===== config.mk =====
export PLATFORM = sky130hd
export DESIGN_NAME = nvhc_host
export DESIGN_NICKNAME = d
export VERILOG_FILES = /design/src/core/nvhc_pkg.sv /design/src/core/nvhc_host.sv
export VERILOG_INCLUDE_DIRS = /design/src /design/src/core
export SDC_FILE = /design/constraint.sdc
export NUM_CORES = 1
export LEC_CHECK = 0
export BUFFER_PORTS_ARGS = -buffer_cell sky130_fd_sc_hd__buf_4
export CAP_MARGIN = 20
export CORE_MARGIN = 10
export CORE_UTILIZATION = 50
export CTS_BUF_LIST = sky130_fd_sc_hd__clkbuf_8
export DETAILED_ROUTE_END_ITERATION = 10
export PLACE_DENSITY = 0.86
export SETUP_SLACK_MARGIN = 0.5
export SLEW_MARGIN = 40
export SYNTH_ARGS = -nofsm -noshare
export SYNTH_HDL_FRONTEND = slang
export SYNTH_SLANG_ARGS = --single-unit

===== constraint.sdc =====
create_clock -name clk -period 3 [get_ports clk]
set_input_delay 0.15 -clock clk [delete_from_list [all_inputs] [get_ports clk]]
set_output_delay 0.15 -clock clk [all_outputs]
set_load 0.02 [all_outputs]

===== src/core/nvhc_defines.svh =====
`ifndef NVHC_DEFINES_SVH
`define NVHC_DEFINES_SVH

// clock period in ns
`define NVHC_CLK_NS        50
// write pulse / chip-select low time, ns (slowest grade)
`define NVHC_PULSE_NS      30
// read access time, ns (slowest grade)
`define NVHC_ACCESS_NS     45
// soft sequence processing time, us
`define NVHC_TSS_US        100
// software recall duration, us
`define NVHC_TRECALL_US    200
// store duration, ms
`define NVHC_TSTORE_MS     8
// power-up recall duration, ms
`define NVHC_TPOWERUP_MS   20
// hardware store pulse, ns
`define NVHC_PHSB_NS       15
`define NVHC_SEQ_LEN       6
`define NVHC_ZERO16        16'h0000
`define NVHC_ONE16         16'h0001

`endif


===== src/core/nvhc_pkg.sv =====
package nvhc_pkg;
  typedef enum logic [1:0] {
    NVHC_OP_READ,
    NVHC_OP_WRITE,
    NVHC_OP_STORE,
    NVHC_OP_RECALL
  } nvhc_op_e;

  typedef enum logic [2:0] {
    NVHC_IDLE,
    NVHC_SETUP,
    NVHC_STROBE,
    NVHC_HOLD,
    NVHC_HWSTORE,
    NVHC_WAIT,
    NVHC_POWERUP
  } nvhc_state_e;
endpackage


===== src/core/nvhc_host.sv =====
// Function
// - the host holds the write strobe high for the whole of every read.
// - the host keeps store-busy high during every ordinary read and write.
// - clock register writes are timed by chip select or write strobe only.
// - lower lane enable is low before chip select or write strobe falls.
// - software commands are select or output-drive timed reads.
// - a software command is six ordered reads with the strobe high.
`timescale 1ns/1ps
`include "nvhc_defines.svh"

module nvhc_host
  import nvhc_pkg::*;
#(
  parameter int ADDR_W      = 18,
  parameter int DATA_W      = 16,
  parameter int STORE_CYC   = `NVHC_TSTORE_MS * 1000000 / `NVHC_CLK_NS,
  parameter int POWERUP_CYC = `NVHC_TPOWERUP_MS * 1000000 / `NVHC_CLK_NS,
  parameter int RECALL_CYC  = `NVHC_TRECALL_US * 1000 / `NVHC_CLK_NS,
  parameter int TSS_CYC     = `NVHC_TSS_US * 1000 / `NVHC_CLK_NS,
  parameter logic [ADDR_W-1:0] SEQ_A0 = 'h0,
  parameter logic [ADDR_W-1:0] SEQ_A1 = 'h1,
  parameter logic [ADDR_W-1:0] SEQ_A2 = 'h2,
  parameter logic [ADDR_W-1:0] SEQ_A3 = 'h3,
  parameter logic [ADDR_W-1:0] SEQ_A4 = 'h4,
  parameter logic [ADDR_W-1:0] SEQ_ST = 'h5,
  parameter logic [ADDR_W-1:0] SEQ_RC = 'h6
) (
  input  wire logic              clk,
  input  wire logic              reset,
  input  wire logic              req_valid,
  input  wire nvhc_op_e          req_op,
  input  wire logic [ADDR_W-1:0] req_addr,
  input  wire logic [DATA_W-1:0] req_wdata,
  input  wire logic [1:0]        req_lanes,
  input  wire logic              req_hw_store,
  output logic                   req_ready,
  output logic                   rsp_valid,
  output logic [DATA_W-1:0]      rsp_rdata,
  output logic [ADDR_W-1:0]      mem_addr,
  output logic                   chip_sel_n,
  output logic                   write_strobe_n,
  output logic                   out_drive_n,
  output logic                   upper_byte_lane_n,
  output logic                   lower_byte_lane_n,
  output logic [DATA_W-1:0]      dq_out,
  output logic                   dq_oe,
  input  wire logic [DATA_W-1:0] dq_in,
  output logic                   store_busy_n_out,
  output logic                   store_busy_n_oe,
  input  wire logic              store_busy_n_in
);

  localparam int PULSE_CYC_RAW = (`NVHC_ACCESS_NS + `NVHC_CLK_NS - 1)
                                 / `NVHC_CLK_NS;
  localparam int PULSE_CYC = PULSE_CYC_RAW < 1 ? 1 : PULSE_CYC_RAW;
  localparam int PHSB_CYC_RAW = (`NVHC_PHSB_NS + `NVHC_CLK_NS - 1)
                                / `NVHC_CLK_NS;
  localparam int PHSB_CYC = PHSB_CYC_RAW < 1 ? 1 : PHSB_CYC_RAW;
  // wide enough for the longest wait plus the command processing time
  localparam int CNT_W = $clog2(POWERUP_CYC + TSS_CYC + STORE_CYC +
                                RECALL_CYC + 2);

  function automatic logic [ADDR_W-1:0] seq_addr(input logic [2:0] idx,
                                                 input logic       rcl);
    if (idx == 3'h0) begin
      seq_addr = SEQ_A0;
    end else if (idx == 3'h1) begin
      seq_addr = SEQ_A1;
    end else if (idx == 3'h2) begin
      seq_addr = SEQ_A2;
    end else if (idx == 3'h3) begin
      seq_addr = SEQ_A3;
    end else if (idx == 3'h4) begin
      seq_addr = SEQ_A4;
    end else begin
      seq_addr = rcl ? SEQ_RC : SEQ_ST;
    end
  endfunction

  nvhc_state_e       state_reg;
  nvhc_op_e          op_reg;
  logic [CNT_W-1:0]  cnt_reg;
  logic [2:0]        seq_reg;
  logic              wrote_reg;

  ////////////////////////////////////////////////////////////////////////////
  // sequencer

  always_ff @(posedge clk) begin
    if (reset) begin
      state_reg <= NVHC_POWERUP;
      op_reg    <= NVHC_OP_READ;
      cnt_reg   <= CNT_W'(POWERUP_CYC);
      seq_reg   <= 3'h0;
    end else begin
      case (state_reg)
        NVHC_POWERUP: begin
          if (cnt_reg == '0) begin
            state_reg <= NVHC_IDLE;
          end else begin
            cnt_reg <= cnt_reg - 1'b1;
          end
        end
        NVHC_IDLE: begin
          seq_reg <= 3'h0;
          if (req_hw_store) begin
            state_reg <= NVHC_HWSTORE;
            cnt_reg   <= CNT_W'(PHSB_CYC);
          end else if (req_valid) begin
            op_reg    <= req_op;
            state_reg <= NVHC_SETUP;
          end
        end
        NVHC_SETUP: begin
          state_reg <= NVHC_STROBE;
          cnt_reg   <= CNT_W'(PULSE_CYC);
        end
        NVHC_STROBE: begin
          if (cnt_reg == '0) begin
            state_reg <= NVHC_HOLD;
          end else begin
            cnt_reg <= cnt_reg - 1'b1;
          end
        end
        NVHC_HOLD: begin
          if (op_reg == NVHC_OP_STORE || op_reg == NVHC_OP_RECALL) begin
            if (seq_reg == 3'(`NVHC_SEQ_LEN - 1)) begin
              state_reg <= NVHC_WAIT;
              cnt_reg   <= (op_reg == NVHC_OP_RECALL) ?
                           CNT_W'(TSS_CYC + RECALL_CYC) :
                           (wrote_reg ? CNT_W'(TSS_CYC + STORE_CYC) :
                                        CNT_W'(TSS_CYC));
            end else begin
              seq_reg   <= seq_reg + 1'b1;
              state_reg <= NVHC_SETUP;
            end
          end else begin
            state_reg <= NVHC_IDLE;
          end
        end
        NVHC_HWSTORE: begin
          if (cnt_reg == '0) begin
            state_reg <= NVHC_WAIT;
            cnt_reg   <= wrote_reg ? CNT_W'(STORE_CYC) : CNT_W'(1);
          end else begin
            cnt_reg <= cnt_reg - 1'b1;
          end
        end
        NVHC_WAIT: begin
          if (cnt_reg != '0) begin
            cnt_reg <= cnt_reg - 1'b1;
          end else if (store_busy_n_in) begin
            state_reg <= NVHC_IDLE;
          end
        end
        default: begin
          state_reg <= NVHC_IDLE;
        end
      endcase
    end
  end

  always_ff @(posedge clk) begin
    if (reset) begin
      wrote_reg <= 1'b0;
    end else if (state_reg == NVHC_HOLD && op_reg == NVHC_OP_WRITE) begin
      wrote_reg <= 1'b1;
    end else if (state_reg == NVHC_WAIT && cnt_reg == '0 &&
                 store_busy_n_in) begin
      wrote_reg <= 1'b0;
    end
  end

  ////////////////////////////////////////////////////////////////////////////
  // pins

  always_ff @(posedge clk) begin
    if (reset) begin
      mem_addr          <= '0;
      chip_sel_n        <= 1'b1;
      write_strobe_n    <= 1'b1;
      out_drive_n       <= 1'b1;
      upper_byte_lane_n <= 1'b1;
      lower_byte_lane_n <= 1'b1;
      dq_out            <= '0;
      dq_oe             <= 1'b0;
    end else begin
      chip_sel_n     <= 1'b1;
      write_strobe_n <= 1'b1;
      out_drive_n    <= 1'b1;
      dq_oe          <= 1'b0;
      if (state_reg == NVHC_IDLE && req_valid && !req_hw_store) begin
        // lanes and address settle before any strobe falls
        mem_addr <= (req_op == NVHC_OP_STORE || req_op == NVHC_OP_RECALL) ?
                    seq_addr(3'h0, req_op == NVHC_OP_RECALL) : req_addr;
        upper_byte_lane_n <= (req_op == NVHC_OP_READ ||
                              req_op == NVHC_OP_WRITE) ? ~req_lanes[1] : 1'b0;
        lower_byte_lane_n <= (req_op == NVHC_OP_READ ||
                              req_op == NVHC_OP_WRITE) ? ~req_lanes[0]
                             : 1'b0;
        dq_out <= req_wdata;
      end else if (state_reg == NVHC_HOLD &&
                   (op_reg == NVHC_OP_STORE ||
                    op_reg == NVHC_OP_RECALL)) begin
        mem_addr <= seq_addr(seq_reg + 3'h1, op_reg == NVHC_OP_RECALL);
      end else if (state_reg == NVHC_STROBE) begin
        // chip select times every access, write strobe stays high on reads
        chip_sel_n <= 1'b0;
        if (op_reg == NVHC_OP_WRITE) begin
          write_strobe_n <= 1'b0;
          dq_oe          <= 1'b1;
        end else begin
          out_drive_n <= 1'b0;
        end
      end
    end
  end

  always_ff @(posedge clk) begin
    if (reset) begin
      store_busy_n_out <= 1'b1;
      store_busy_n_oe  <= 1'b0;
    end else begin
      store_busy_n_out <= 1'b0;
      store_busy_n_oe  <= (state_reg == NVHC_HWSTORE);
    end
  end

  ////////////////////////////////////////////////////////////////////////////
  // request and response

  always_ff @(posedge clk) begin
    if (reset) begin
      req_ready <= 1'b0;
      rsp_valid <= 1'b0;
      rsp_rdata <= '0;
    end else begin
      req_ready <= (state_reg == NVHC_WAIT && cnt_reg == '0 &&
                    store_busy_n_in) ||
                   (state_reg == NVHC_POWERUP && cnt_reg == '0) ||
                   (state_reg == NVHC_HOLD && op_reg != NVHC_OP_STORE &&
                    op_reg != NVHC_OP_RECALL) ||
                   (req_ready && !req_valid && !req_hw_store);
      rsp_valid <= 1'b0;
      if (state_reg == NVHC_STROBE && cnt_reg == '0 &&
          op_reg == NVHC_OP_READ) begin
        rsp_valid <= 1'b1;
        rsp_rdata <= dq_in;
      end else if (state_reg == NVHC_HOLD && op_reg != NVHC_OP_READ &&
                   (op_reg == NVHC_OP_WRITE ||
                    seq_reg == 3'(`NVHC_SEQ_LEN - 1))) begin
        rsp_valid <= 1'b1;
      end
    end
  end

endmodule


Word level (Yosys, flattened, before mapping)
Cells that the tools add are included.
{"block": "word_totals", "input_bits": 59, "ff_bits": 89, "out_inout_bits": 60, "elab_cells": 139}
{"block": "op_classes", "n_reduce_logical": 42, "addsub": 2, "eq_ne": 31, "bitwise_logic": 4, "mux": 42}
{"cell": "two-way mux 20 bit", "n": 6}
{"cell": "one-hot mux 20 bit (6 select lines)", "n": 1}
{"cell": "two-way mux 18 bit", "n": 6}
{"cell": "two-way mux 3 bit", "n": 15}
{"cell": "inequality test 2 bit (second input constant)", "n": 12}
{"cell": "one-hot mux 3 bit (7 select lines)", "n": 1}
{"cell": "logical NOT 20 bit", "n": 1}
{"cell": "nonzero test 20 bit", "n": 1}
{"cell": "subtractor 20 x 1 -> 20 bit (second input constant)", "n": 1}
{"cell": "equality test 3 bit (second input constant)", "n": 5}
{"cell": "logical AND 1 bit", "n": 15}
{"cell": "equality test 3 x 2 -> 1 bit (second input constant)", "n": 4}
{"cell": "AND reduction 6 bit", "n": 2}
{"cell": "two-way mux 1 bit", "n": 10}
{"cell": "equality test 2 bit (second input constant)", "n": 4}
{"cell": "nonzero test 2 bit", "n": 4}
{"cell": "logical OR 1 bit", "n": 7}
{"cell": "equality test 3 x 1 -> 1 bit (second input constant)", "n": 2}
{"cell": "logical NOT 3 bit", "n": 2}
{"cell": "one-hot mux 3 bit (2 select lines)", "n": 1}
{"cell": "AND reduction 3 bit", "n": 2}
{"cell": "nonzero test 6 bit", "n": 1}
{"cell": "equality test 2 x 1 -> 1 bit (second input constant)", "n": 2}
{"cell": "logical NOT 2 bit", "n": 2}
{"cell": "9 further kinds", "n": 14}

Logic depth before layout (Yosys ltp)
{"block": "logic_depth", "ltp_word": 9, "mapped_depth": 9, "mapped_depth_nobuf": 7}

Worst setup path before layout
OpenSTA, ideal clock, no wires.
{"block": "synth_timing", "path_type": "reg-to-reg", "start": "register cnt_reg[0]", "end": "register cnt_reg[14]", "path_slack_ns": 0.992, "n_path_buf": 0, "synth_period_minus_slack_ns": 2.008, "arrival_ns": 1.925, "path_stages_with_launch": 8, "t_required_ns": 2.917, "setup_time_ns": 0.083, "cell_sequence": "dfxtp_1 -> inv_1 -> ha_1 -> nor4b_2 -> and4_1 -> a311oi_1 -> nand2_1 -> o221ai_1"}
{"block": "synth_via", "elab_chain_cells": 3, "elab_cells_between_ends": 10, "cone_classes": "1 x add/sub; 2 x eq/ne; 4 x mux; 3 x reduce/logical"}
{"item": "start, declared", "line": "nvhc_host.sv:82", "source": "logic [CNT_W-1:0] cnt_reg;"}
{"item": "start signal, assigned", "line": "nvhc_host.sv:93", "source": "cnt_reg <= CNT_W'(POWERUP_CYC);"}
{"item": "start signal, assigned", "line": "nvhc_host.sv:101", "source": "cnt_reg <= cnt_reg - 1'b1;"}
{"item": "start signal, assigned", "line": "nvhc_host.sv:108", "source": "cnt_reg <= CNT_W'(PHSB_CYC);"}
{"item": "subtractor 20 x 1 -> 20 bit, or another cell as far along"}
{"item": "two-way mux 20 bit, or another cell as far along", "line": "nvhc_host.sv:150", "source": "if (cnt_reg != '0) begin"}
{"item": "one-hot mux 20 bit (6 select lines) / AND reduction 6 bit (equally long branches)"}
Several ways; a longest one is shown, not always the timed one. The select of a mux whose other input is x is not followed.
A chain may end at the register's enable or synchronous reset.

Worst setup path after layout
{"block": "layout_timing", "start": "register cnt_reg[0]", "end": "register cnt_reg[16]"}
Same word-level chain as after synthesis.

==> results.yml <==
layout:
  num_antenna_cells: 0
  utilization_after_layout_pct: 67.3
  drive_above_1_share_pct: 27.1
  syn2layout_area_growth_pct: 31.2
  num-fill-cells: 648
  final_cell_count_no_fill: 729
  largest_register_ffs: 20
  layout.nets: 686
floorplanning:
  die_y_um: 112
  rows: 33
  initial_utilization_pct: 51.3
  top_level_ports: 119
  design.core.area_mm2: 0.00822
  die-width_um: 112
  die_area_mm2: 0.0125
power:
  cell_internal_pwr_mw: 1.71
  power.ir.vdd_worst_uv: 264
  total_switching_power_uw: 598
  switching_share_pct: 25.9
  comb_power_share_pct: 10.8
  power_density_normalized_to_cell_area_mw_per_mm2: 418
  leakage_nw: 2.14
  clockPowerShare_pct: 35.7
  power_frac_seq_pct: 53.4
worst_setup_path:
  start_kind: "flop"
  worstSetupPathType: "reg -> reg"
  critical_path.endpoint_type: "flop"
  critical_path.cell_chain: "inv_1 -> ha_1 -> nor3b_2 -> nand3_1 -> or4_1 -> a221oi_1 -> nor3_1"
  critical-path-slowest-cell: "sky130_fd_sc_hd__nor3b_2"
  crit_path_max_fanout: 9
  timing.critical_path.slowest_cell_delay_ns: 0.51
  cp_data_arrival_time_ns: 2.61
  cp_required_ns: 3.21
grt:
  globalRouteOverflowTotal: 0
  number_of_antenna_violations_at_the_first_check_in_global_routing: 0
  grt_pass1_vias: 4077
  first_pass_grt_wire_length_mm: 20.5
  gr-usage-all-layers_pct: 19.4
  largest_net_degree_at_the_start_of_global_routing: 72
detailed_routing:
  detailroute.via_count: 4321
  remaining_drc_errors: 0
  detail-route-antenna-nets: 0
  detail_route.iter0.violations: 404
  vias_per_std_cell: 5.93
  avgRoutedWirePerCell_um: 17.7
  first_pass_iters: 5
  wirelength_mm: 12.9
sta:
  fmax_mhz: 416
  worst_slew_slack_as_a_fraction_of_its_limit_pct: 49.5
  finalSetupViolations: 0
  timing.setup.tns_ns: 0
  worstMarginPinSlew_ns: 0.758
  min_period_over_period_pct: 80.0
  fin_skew_ns: 0.0150
  layout_min_cycle_time_ns: 2.40
  final_max_slew_viol_count: 0
  grt_setup_unrepaired: "true"
  hold_fails_final_rpt: 0
synthesis:
  dominantRegCellSynth: "sky130_fd_sc_hd__dfxtp_1"
  synth_area_mm2: 0.00422
  ys.warnings.count: 0
  postSynth.asyncResetShare_pct: 0
  synth_edf_count: 0
  post_synth_inst_count: 496
  syn_avg_cell_area_um2: 8.50
  ys_seq_area_share_pct: 42.2
  synth.lib_cells_used.distinct: 72
  syn-num-nets: 562
  yosys_register_bits: 89
cts:
  numCtsBuffers: 9
  worst_setup_hold_path_clk_slew_ns: 0.10
  cts_buffer_depth: 2
  cts_num_sinks: 89
  clock_tree_from_tritoncts: "built"
  clock_insertion_delay_worst_skew_ns: 0.37
  library_cell_used_as_clock_root_buffer: "sky130_fd_sc_hd__clkbuf_8"
  h-tree-depth: 3
placement:
  dp_hpwl_mm: 9.11
  post-place-cells: 696
  gp_routability_congestion: 0.910
  io_buffer_count: 118
run_status:
  outcome: "completed"
flow_run:
  drv.max_cap_violation_count: 0
hold_path:
  hold_class: "in -> reg"
==> cell families after synthesis <==
group | after synthesis | synth area share, %
buf+inv | 49 | 4.89
compound gates | 148 | 24.4
fa+ha+maj | 7 | 2.08
simple gates | 197 | 25.1
mux | 1 | 0.237
flops | 89 | 42.2
xor+xnor | 5 | 1.04
==> path summary, 6_finish.rpt <==
| path | from | endpoint | slack, ns | depth (start not counted) |
|---|---|---|---|---|
| worst max register to register | cnt_reg[0]$_SDFFE_PP0P_ | cnt_reg[16]$_SDFFE_PP0P_ | 0.60 | 7 |
| worst min-delay path | req_addr[3] | mem_addr[3]$_SDFFE_PP0P_ | 0.008 | 2 |
| worst max-delay path | cnt_reg[0]$_SDFFE_PP0P_ | cnt_reg[16]$_SDFFE_PP0P_ | 0.60 | 7 |
| worst min register to register | rsp_rdata[8]$_SDFFE_PP0P_ | rsp_rdata[8]$_SDFFE_PP0P_ | 0.46 | 2 |
==> worst max-delay path: cells and delay by family (launching register included) <==
kind	cells	cell delay [ns]
compound gates	1	0.28
fa+ha+maj	1	0.19
buf+inv	1	0.13
flops	1	0.35
simple gates	4	1.29
==> cell usage after synthesis (3+ instances only) <==
master                     count  share of area (%)
sky130_fd_sc_hd__nor2b_1       4               0.59
sky130_fd_sc_hd__buf_2         6               0.71
sky130_fd_sc_hd__a221oi_1      3               0.62
sky130_fd_sc_hd__xnor2_1       4               0.83
sky130_fd_sc_hd__a21oi_1      54                6.4
sky130_fd_sc_hd__nor2_1       22                2.0
sky130_fd_sc_hd__a21o_1        3               0.53
sky130_fd_sc_hd__inv_1        19                1.7
sky130_fd_sc_hd__or4_1         3               0.53
sky130_fd_sc_hd__o21ai_0       9                1.1
sky130_fd_sc_hd__a22o_1       15                3.1
sky130_fd_sc_hd__a221o_1       4               0.95
sky130_fd_sc_hd__clkbuf_1     20                1.8
sky130_fd_sc_hd__nor3_1        9                1.1
sky130_fd_sc_hd__ha_1          7                2.1
sky130_fd_sc_hd__and4_1        4               0.83
sky130_fd_sc_hd__nand4b_1      5                1.0
sky130_fd_sc_hd__nand3_1       9                1.1
sky130_fd_sc_hd__a211oi_1      7                1.2
sky130_fd_sc_hd__a32oi_1       3               0.62
sky130_fd_sc_hd__nand3b_1      4               0.71
sky130_fd_sc_hd__dfxtp_1      89                 42
sky130_fd_sc_hd__or3_1         4               0.59
sky130_fd_sc_hd__a22oi_1       3               0.53
sky130_fd_sc_hd__nand2_1      89                7.9
sky130_fd_sc_hd__nor4_4        3                1.5
sky130_fd_sc_hd__and2_1        5               0.74
sky130_fd_sc_hd__nand4_1      14                2.1
sky130_fd_sc_hd__nand2b_1      3               0.45
sky130_fd_sc_hd__o221ai_1      6                1.2
sky130_fd_sc_hd__nor4_1        3               0.45
sky130_fd_sc_hd__a31oi_1       8                1.2
==> cell usage in the layout, fill, tap and decap left out, types with 10 or more instances in the layout <==
master,instances
sky130_fd_sc_hd__nand2_1,89
sky130_fd_sc_hd__nand4_1,14
sky130_fd_sc_hd__buf_4,133
sky130_fd_sc_hd__a21oi_1,54
sky130_fd_sc_hd__a22o_1,15
sky130_fd_sc_hd__inv_1,19
sky130_fd_sc_hd__dfxtp_1,89
sky130_fd_sc_hd__dlygate4sd3_1,10
sky130_fd_sc_hd__nor2_1,21
==> layout make-up <==
class / instances / area [µm²] / area share (%)
clock buffer: 9 / 124 / 2.24
clock inverter: 6 / 67.6 / 1.22
inverter: 19 / 71.3 / 1.29
multi-input combinational: 358 / 2260 / 40.8
sequential: 89 / 1780 / 32.2
tap: 105 / 131 / 2.37
timing repair buffer: 143 / 1100 / 19.9
==> power groups by stage <==
stage / clock [mW] / combinational, mW / sequential, mW
floorplan: 0 / 0.128 / 1.26
global placement: 0 / 0.228 / 1.26
detailed placement: 0 / 0.233 / 1.26
CTS: 0.837 / 0.245 / 1.24
global route: 0.888 / 0.269 / 1.24
finish: 0.826 / 0.250 / 1.24
==> stage by stage <==
stage                     worst slack [ns]  cell area [µm²]  power (mW)  hold slack (ns)
after global routing                 0.437             5530        2.40          0.00178
after CTS                            0.583             5440        2.32          0.00222
final                                0.599             5530        2.31          0.00848
after detailed placement             0.618             5150        1.50            0.364
after floorplan                      0.992             4220        1.39            0.178
after global placement               0.700             5150        1.49            0.360
==> routing by layer <==
layer	share of wire [%]	GRT usage (%)	up-vias	wire (µm)
met5	0	0	-	0
met4	2.2	6.08	0	281
met3	12	8.37	33	1570
met2	46	31.0	237	5980
met1	39	23.0	1985	5040
li1	-	-	2066	-
==> what timing repair did <==
action	4_1_cts	5_1_grt
endpoints found under the setup margin	0	31
setup buffers	0	8
endpoints found under the hold margin	10	0
gates resized for setup	0	4
hold buffers	10	0
No activity file was read; power rests on OpenSTA's default activity.
